==> config.mk <==
export PLATFORM = sky130hd
export DESIGN_NAME = dswr_requests
export DESIGN_NICKNAME = d
export VERILOG_FILES = /design/src/design/dswr_pkg.sv /design/src/design/dswr_requests.sv
export SDC_FILE = /design/constraint.sdc
export NUM_CORES = 1
export LEC_CHECK = 0
export CORE_MARGIN = 4
export CORE_UTILIZATION = 40
export CTS_BUF_LIST = sky130_fd_sc_hd__clkbuf_4 sky130_fd_sc_hd__clkbuf_8 sky130_fd_sc_hd__clkbuf_16
export CTS_CLUSTER_SIZE = 20
export DETAILED_ROUTE_END_ITERATION = 8
export DONT_BUFFER_PORTS = 1
export PLACE_DENSITY = 0.54
export SYNTH_ARGS = -nofsm -noshare
export SYNTH_HDL_FRONTEND = slang
export SYNTH_SLANG_ARGS = --single-unit
==> constraint.sdc <==
create_clock -name i_clk -period 2.8 [get_ports i_clk]
set_input_delay 0.56 -clock i_clk [delete_from_list [all_inputs] [get_ports i_clk]]
set_output_delay 0.56 -clock i_clk [all_outputs]
set_load 0.02 [all_outputs]
==> src/design/dswr_pkg.sv <==
package dswr_pkg;

  // ****************************************************************
  // Geometry
  // ****************************************************************
  localparam int          NUM_CHAN    = 3;
  localparam int          NUM_GRP     = 5;
  localparam int          DATA_W      = 32;
  localparam int          ADDR_W      = 32;
  localparam int          OFS_W       = 12;
  localparam int          GRP_W       = 3;

  // ****************************************************************
  // Register offsets from the controller base
  // ****************************************************************
  localparam logic [11:0] OFS_COMB_IRQ_STATUS_HI  = 12'h364;
  localparam logic [11:0] OFS_SRC_SWREQ_LO        = 12'h368;
  localparam logic [11:0] OFS_SRC_SWREQ_HI        = 12'h36c;
  localparam logic [11:0] OFS_DST_SWREQ_LO        = 12'h370;
  localparam logic [11:0] OFS_DST_SWREQ_HI        = 12'h374;
  localparam logic [11:0] OFS_SRC_SINGLE_REQ_LO   = 12'h378;
  localparam logic [11:0] OFS_SRC_SINGLE_REQ_HI   = 12'h37c;
  localparam logic [11:0] OFS_DST_SB_REQ_LO       = 12'h380;
  localparam logic [11:0] OFS_DST_SB_REQ_HI       = 12'h384;
  localparam logic [11:0] OFS_SRC_FINAL_REQ_LO    = 12'h388;
  localparam logic [11:0] OFS_SRC_FINAL_REQ_HI    = 12'h38c;

  // ****************************************************************
  // Field layout of every request register low word
  // ****************************************************************
  localparam int          REQ_LSB     = 0;
  localparam int          WEN_LSB     = 8;

  // ****************************************************************
  // Register groups, reset values and bus codes
  // ****************************************************************
  localparam logic [2:0]  GRP_SRC        = 3'h0;
  localparam logic [2:0]  GRP_DST        = 3'h1;
  localparam logic [2:0]  GRP_SRC_SINGLE = 3'h2;
  localparam logic [2:0]  GRP_DST_SB     = 3'h3;
  localparam logic [2:0]  GRP_SRC_FINAL  = 3'h4;
  localparam logic [2:0]  GRP_RSVD       = 3'h5;
  localparam logic [2:0]  GRP_NONE       = 3'h7;

  localparam logic [2:0]  REQ_RST     = 3'h0;
  localparam logic [2:0]  CHAN_EN_RST = 3'h0;
  localparam logic [31:0] RDATA_ZERO  = 32'h0;
  localparam logic [1:0]  HTRANS_NSEQ = 2'h2;
  localparam logic        HRESP_OKAY  = 1'h0;

  typedef logic [2:0] dswr_chan_t;

endpackage

==> src/design/dswr_requests.sv <==
`timescale 1ns/1ps
// Overview of operation
// RQ1 - Source request register: request bits 2:0, write-only enables 10:8.
// RQ2 - Source request bit changes only with its enable and enabled channel.
// RQ3 - Destination request register: request bits 2:0, enables 10:8.
// RQ4 - Destination request bit updates only with enable and enabled channel.
// RQ5 - Single source register: request bits 2:0, write-only enables 10:8.
// RQ6 - Single source bit written only with its enable and enabled channel.
// RQ7 - Single/burst destination register: request bits 2:0, enables 10:8.
// RQ8 - Single/burst destination bit updates only with enable, live channel.
// RQ9 - Final source bit high marks the last transaction of the block.
// RQ10 - Final source register has write-only enables 10:8 guarding each bit.
// RQ11 - Upper combined interrupt status word is read-only, reads zero.
// RQ12 - Hardware clears a channel enable after its last destination transfer.
// RQ13 - All channel enables are zero while the global enable is low.
// RQ14 - Final source bits use the same enable and channel gating.
// RQ15 - Enable fields and reserved bits read zero; reserved writes ignored.
module dswr_requests (
  input  wire logic                      i_clk,
  input  wire logic                      i_sys_rst,
  input  wire logic                      i_hsel,
  input  wire logic [dswr_pkg::ADDR_W-1:0] i_haddr,
  input  wire logic [1:0]                i_htrans,
  input  wire logic                      i_hwrite,
  input  wire logic                      i_hready,
  input  wire logic [dswr_pkg::DATA_W-1:0] i_hwdata,
  output logic      [dswr_pkg::DATA_W-1:0] o_hrdata,
  output logic                           o_hreadyout,
  output logic                           o_hresp,
  input  wire logic                      i_dma_en,
  input  wire dswr_pkg::dswr_chan_t      i_chan_en_set,
  input  wire dswr_pkg::dswr_chan_t      i_chan_last_done,
  input  wire dswr_pkg::dswr_chan_t      i_req_serviced,
  output dswr_pkg::dswr_chan_t           o_chan_en,
  output dswr_pkg::dswr_chan_t           o_src_req,
  output dswr_pkg::dswr_chan_t           o_dst_req,
  output dswr_pkg::dswr_chan_t           o_src_single_req,
  output dswr_pkg::dswr_chan_t           o_dst_single_burst_req,
  output dswr_pkg::dswr_chan_t           o_src_final_request
);
  import dswr_pkg::*;

  // ****************************************************************
  // Address decode
  // ****************************************************************
  function automatic logic [GRP_W-1:0] grp_of(input logic [OFS_W-1:0] ofs);
    logic [GRP_W-1:0] g;
    g = GRP_NONE;
    case (ofs)
      OFS_SRC_SWREQ_LO:       g = GRP_SRC;
      OFS_DST_SWREQ_LO:       g = GRP_DST;
      OFS_SRC_SINGLE_REQ_LO:  g = GRP_SRC_SINGLE;
      OFS_DST_SB_REQ_LO:      g = GRP_DST_SB;
      OFS_SRC_FINAL_REQ_LO:   g = GRP_SRC_FINAL;
      OFS_COMB_IRQ_STATUS_HI,
      OFS_SRC_SWREQ_HI,
      OFS_DST_SWREQ_HI,
      OFS_SRC_SINGLE_REQ_HI,
      OFS_DST_SB_REQ_HI,
      OFS_SRC_FINAL_REQ_HI:   g = GRP_RSVD;
      default:                g = GRP_NONE;
    endcase
    return g;
  endfunction

  logic                 addr_phase;
  logic [GRP_W-1:0]     addr_grp;
  logic                 wr_pend;
  logic [GRP_W-1:0]     wr_grp;
  dswr_chan_t           chan_en;
  dswr_chan_t           req_q [NUM_GRP];
  dswr_chan_t           wr_data;
  dswr_chan_t           wr_mask;

  assign addr_phase = i_hsel && i_htrans[1] && i_hready;
  assign addr_grp   = grp_of(i_haddr[OFS_W-1:0]);
  assign wr_data    = i_hwdata[REQ_LSB +: NUM_CHAN];
  // A write only moves a bit whose enable rides in the same write and whose
  // channel is live
  assign wr_mask    = i_hwdata[WEN_LSB +: NUM_CHAN] & chan_en;

  // ****************************************************************
  // Bus slave: address phase capture, zero wait states
  // ****************************************************************
  always_ff @(posedge i_clk) begin
    if (i_sys_rst) begin
      wr_pend <= 1'b0;
      wr_grp  <= GRP_NONE;
    end else begin
      wr_pend <= addr_phase && i_hwrite;
      wr_grp  <= addr_grp;
    end
  end

  // Read data is sampled at the address phase, so a read that directly
  // follows a write to the same register returns the value before it
  always_ff @(posedge i_clk) begin
    if (i_sys_rst) begin
      o_hrdata <= RDATA_ZERO;
    end else if (addr_phase && !i_hwrite) begin
      if (addr_grp < GRP_RSVD) begin
        o_hrdata <= {{(DATA_W-NUM_CHAN){1'b0}}, req_q[addr_grp]}; // RQ15
      end else begin
        o_hrdata <= RDATA_ZERO; // RQ11
      end
    end
  end

  always_ff @(posedge i_clk) begin
    if (i_sys_rst) begin
      o_hreadyout <= 1'b0;
      o_hresp     <= HRESP_OKAY;
    end else begin
      o_hreadyout <= 1'b1;
      o_hresp     <= HRESP_OKAY;
    end
  end

  // ****************************************************************
  // Channel enables
  // ****************************************************************
  always_ff @(posedge i_clk) begin
    if (i_sys_rst) begin
      chan_en <= CHAN_EN_RST;
    end else if (!i_dma_en) begin
      chan_en <= CHAN_EN_RST; // RQ13
    end else begin
      // A new enable wins over a completion in the same cycle
      chan_en <= i_chan_en_set | (chan_en & ~i_chan_last_done); // RQ12
    end
  end
  assign o_chan_en = chan_en;

  // ****************************************************************
  // Request registers, one per group
  // ****************************************************************
  for (genvar g = 0; g < NUM_GRP; g++) begin : g_req
    logic hit;
    assign hit = wr_pend && (wr_grp == GRP_W'(g));
    always_ff @(posedge i_clk) begin
      if (i_sys_rst) begin
        req_q[g] <= REQ_RST;
      end else if (hit) begin
        // Software write beats a service clear on the bits it touches
        req_q[g] <= (req_q[g] & ~wr_mask & ~i_req_serviced)
                  | (wr_data & wr_mask); // RQ2 RQ4 RQ6 RQ8 RQ14
      end else begin
        req_q[g] <= req_q[g] & ~i_req_serviced;
      end
    end
  end

  assign o_src_req              = req_q[GRP_SRC]; // RQ1
  assign o_dst_req              = req_q[GRP_DST]; // RQ3
  assign o_src_single_req       = req_q[GRP_SRC_SINGLE]; // RQ5
  assign o_dst_single_burst_req = req_q[GRP_DST_SB]; // RQ7
  assign o_src_final_request    = req_q[GRP_SRC_FINAL]; // RQ9 RQ10
endmodule

# Word level (Yosys, flattened, before mapping)
# Memories as Yosys holds them, arrays and structs flattened.
# Index checks and enable logic that the tools add are counted.
# W data, S select, Z words.
[totals] mem_count=1 ramBits=15 regBits=40 word_cells=118 input_bits=81
[mem_list] name="req_q" depth=5 word_bits=3 rd=6 rd_clocked_by_memory_dff=0 wr=5 line="dswr_requests.sv:71" rtl="dswr_chan_t req_q [NUM_GRP];"
[op_classes] reduce_logical=13 muxes=45 magnitude_cmp=1 eq_ne=15 bitwise=38
[op_table] op="$eq A12 B10 Y1 const B" n=11
[op_table] op="$and A3 B3 Y3" n=18
[op_table] op="$mux W1" n=33
[op_table] op="$mux W3" n=11
[op_table] op="$or A3 B3 Y3" n=6
[op_table] op="$pmux W3 S6" n=1
[op_table] op="$or A1 B1 Y1" n=10
[op_table] op="$logic_and A1 B1 Y1" n=9
[op_table] op="$not A3 Y3" n=3
[op_table] op="$eq A3 B2 Y1 const B" n=2
[op_table] op="$reduce_or A6 Y1" n=1
[op_table] op="$eq A3 B1 Y1 const B" n=1
[op_table] op="$eq A3 B3 Y1 const B" n=1
[op_table] op="$logic_not A3 Y1" n=1
[op_table] op="$lt A3 B3 Y1 const B" n=1
[op_table] op="$reduce_or A2 Y1" n=1
[op_table] op="$logic_not A1 Y1" n=1
[op_table] op="$not A1 Y1" n=1

# Logic depth before layout (Yosys ltp)
[logic_depth] ltp_word=7 mapped_depth=6

# Worst setup path before layout
# OpenSTA, ideal clock, no wires.
[synth_timing] kind="input -> register" startpoint="in i_haddr[4] in the netlist's numbering" endpoint="reg o_hrdata[0] in the netlist's numbering" arrival_ns=1.777 path_stages=6 slack_ns=0.952 path_buffers=1 setup_ns=0.071 t_required_ns=2.729 path_cell_list="buf_6 nor4b_4 a22oi_1 or4_4 nor3_4 o2bb2ai_1"
[synth_between] elab_chain_len=5
[synth_rtl] item="from (decl)" line="dswr_requests.sv:22" rtl="input wire logic [dswr_pkg::ADDR_W-1:0] i_haddr,"
[synth_rtl] item="$eq A12 B10 Y1" line="dswr_requests.sv:49" rtl="case (ofs)"
[synth_rtl] item="$reduce_or A6 Y1" line="dswr_requests.sv:49"
[synth_rtl] item="$pmux W3 S6 (*)" line="dswr_requests.sv:49"
[synth_rtl] item="$lt A3 B3 Y1 / $mem_v2 Z5 W3 (equally long branches)"
[synth_rtl] item="$mux W3 (*)" line="dswr_requests.sv:101" rtl="if (addr_grp < GRP_RSVD) begin"
[synth_rtl] item="to (signal assigned)" line="dswr_requests.sv:102" rtl="o_hrdata <= {{(DATA_W-NUM_CHAN){1'b0}}, req_q[addr_grp]};"
[synth_rtl] item="to (decl)" line="dswr_requests.sv:27" rtl="output logic [dswr_pkg::DATA_W-1:0] o_hrdata,"
# Mark *: on every way between the ends. The rest lies on a longest branch, timed or not.
# A chain may end at the register's enable or synchronous reset.

# Final worst setup path
[layout_timing] startpoint="in i_haddr[11] in the netlist's numbering" endpoint="reg o_hrdata[2] in the netlist's numbering"
# The elaborated chain is that of the path after synthesis.

==> impl_metrics.yaml <==
status:
  outcome: "finished, final reports clean"
logic_synthesis:
  synthXorXnorAreaFrac_pct: 0.522
  synth_cell_types: 35
  ys_warn_count: 0
  synth_enable_flop_cells: 15
  yosys_most_used_dff: "edfxtp_1"
  synthDominantCellAreaShare_pct: 26.8
  syn_area_per_cell_um2: 9.02
  synth_compound_gate_area_share_pct: 12.3
  yosys.area.top_type: "edfxtp_1"
  syn_area_um2: 1680
  synthArstFlopShare_pct: 0
  synth_top_family_by_area: "simple AND/OR/NAND/NOR gates"
  ys_ff_latch: 26
  syn_inst: 186
  synthAdderAreaFrac_pct: 0
  seq_area_frac_synth_pct: 40.0
  synthMuxAreaShare_pct: 2.01
  synthSimpleGateAreaFrac_pct: 28.4
  synth.area.top_cells: "edfxtp_1 27%, buf_4 13%, dfxtp_1 13%"
clocking:
  cts_root_buf: "clkbuf_8"
  tritoncts: "built"
  path_clk_slew_ps: 80
  cts_made_buffers: 3
  cts_resized: 0
  cts_setup_buffers: 0
  cts.sinks: 26
  clock_latency_ps: 280
  cts_hold_buffers: 0
  ctsLongestPathBuffers: 2
  htree_levels: 1
route:
  wire_per_inst_um: 14.9
  viasPerCell: 4.96
  routed_wirelength_um: 3740
  drt-pass1-iter-count: 4
  ant_nets: 0
  initialDrtViolationCount: 59
  via_count: 1240
  drc_errors: 0
pwr:
  power_density_nw_per_um2: 440
  ir_drop_mv: 0.378
  leakage_uw: 0.000638
  total_power_uw: 749
worst_setup_path:
  startpoint: "i_haddr[11]"
  r2r_start: "wr_pend"
  end_kind: "flop"
  r2r_setup_slack_ps: 1300
  cp-start-kind: "input port"
  cp.required_ps: 3010
  arrival_ps: 1800
  cp-endpoint: "o_hrdata[2]"
  cp_max_fo: 3
  r2r_cells: 5
  worstReg2RegEnd: "req_q[2][0]"
  crit_type: "in2reg"
cells_and_area:
  final.fill_count: 420
  final_cell_mix: "45 x conb_1, 24 x nor2_1, 21 x nand2_1"
  seqCellArea_um2: 671
  synthToLayoutAreaGrowth_pct: 1.49
  layout-drive-gt1-share_pct: 10.5
  fin_nets: 282
  finalNonFillerCells: 250
  layout_commonest_cell: "conb_1"
  multi_input_area_um2: 895
  diodes: 0
global_route:
  grtUsageTotal_pct: 14.5
  grt_pass1_vias: 1185
  grt_max_degree: 23
  antenna_found_initial: 0
  grt_pass1_wl_um: 5890
  gr-total-overflow: 0
place:
  dp_hpwl_um: 3000
  place.gp.congestion: 0.776
  place_inst: 246
  io_buffer_count: 0
sta:
  finClkSkew_ps: 8.19
  finalHoldViolations: 0
  rsz0062_at_grt: "false"
  drv_slew: 0
  finalSetupViolations: 0
  tns_ps: 0
  clock.fmax_mhz: 628
  fin_crit_ps: 1590
  min_period_over_period_pct: 56.8
hold_path:
  hold_path_class: "in2reg"
die:
  die_area_um2: 5290
  die_x_um: 72.8
  fp.coreArea_um2: 4030
  initial_core_util_pct: 41.6
  die_h_um: 72.8
  num_rows: 23
  pin_count: 133
flow_run:
  maxCapViolCount: 0
[worst max-delay path, cell delays in order]
cell	delay, ps
nor4_4	330
nand3_4	110
or4_4	510
nor3_4	160
o2bb2ai_1	130
[per-layer routing]
| layer | up-vias | wire length (um) | global-route usage, % |
|---|---|---|---|
| met5 | - | 0 | 0 |
| met2 | 60 | 1870 | 24.4 |
| met1 | 574 | 1390 | 17.1 |
| met3 | 5 | 444 | 5.79 |
| met4 | 0 | 36 | 3.69 |
| li1 | 601 | - | - |
[sequential cells by signal (all words and copies together) (netlist names)]
name	flops
o_chan_en	3
req_q	15
o_hreadyout	1
wr_grp	3
wr_pend	1
o_hrdata	3
[how the worst min path moves through the flow]
stage                       from           end  slack, ps  depth (start not counted)
global placement    o_chan_en[1]  o_chan_en[1]        610                          2
floorplan           o_chan_en[0]  o_chan_en[0]        590                          2
detailed placement  o_chan_en[1]  o_chan_en[1]        630                          2
global route           i_sys_rst       wr_pend        350                          1
CTS                    i_sys_rst       wr_pend        350                          1
finish                 i_sys_rst   o_hreadyout        360                          1
[cell type report]
type	instances	area share, %
clock inverters	1	0.220
well taps	50	3.67
multi-input cells	162	52.5
inverters	8	1.76
flip-flops and latches	26	39.4
clock buffers	3	2.42
[logic make-up after synthesis]
family                    Yosys count
xor gates and xnor gates            1
buffers and inverters              41
other                               2
muxes                               3
and+or+nand+nor                    79
DFF                                26
AOI/OAI and AO/OA                  34
[power breakdown]
group          total (uW)  internal (uW)  switching (uW)
clock network         218           98.5             120
logic                82.2           23.9            58.3
registers             448            419            28.9
[through the flow]
stage | util (%) | worst slack [ps] | hold slack [ps] | instance area (um2)
floorplan | - | 952 | 592 | 1840
global placement | 41.1 | 939 | 607 | 1660
detailed placement | 41.1 | 915 | 629 | 1660
CTS | 42.3 | 1200 | 350 | 1700
global route | 42.3 | 1150 | 348 | 1700
finish | 42.3 | 1210 | 359 | 1700
[Yosys cell counts, types with 4 or more instances]
| library cell | count |
|---|---|
| edfxtp_1 | 15 |
| dfxtp_1 | 11 |
| or3b_2 | 6 |
| nor2_1 | 24 |
| nand2_1 | 21 |
| buf_4 | 30 |
| a21oi_1 | 18 |
| a22oi_1 | 4 |
| inv_1 | 8 |
| or3b_1 | 6 |
| nor2b_1 | 4 |
Note: power is estimated with default switching activity, not from simulation.
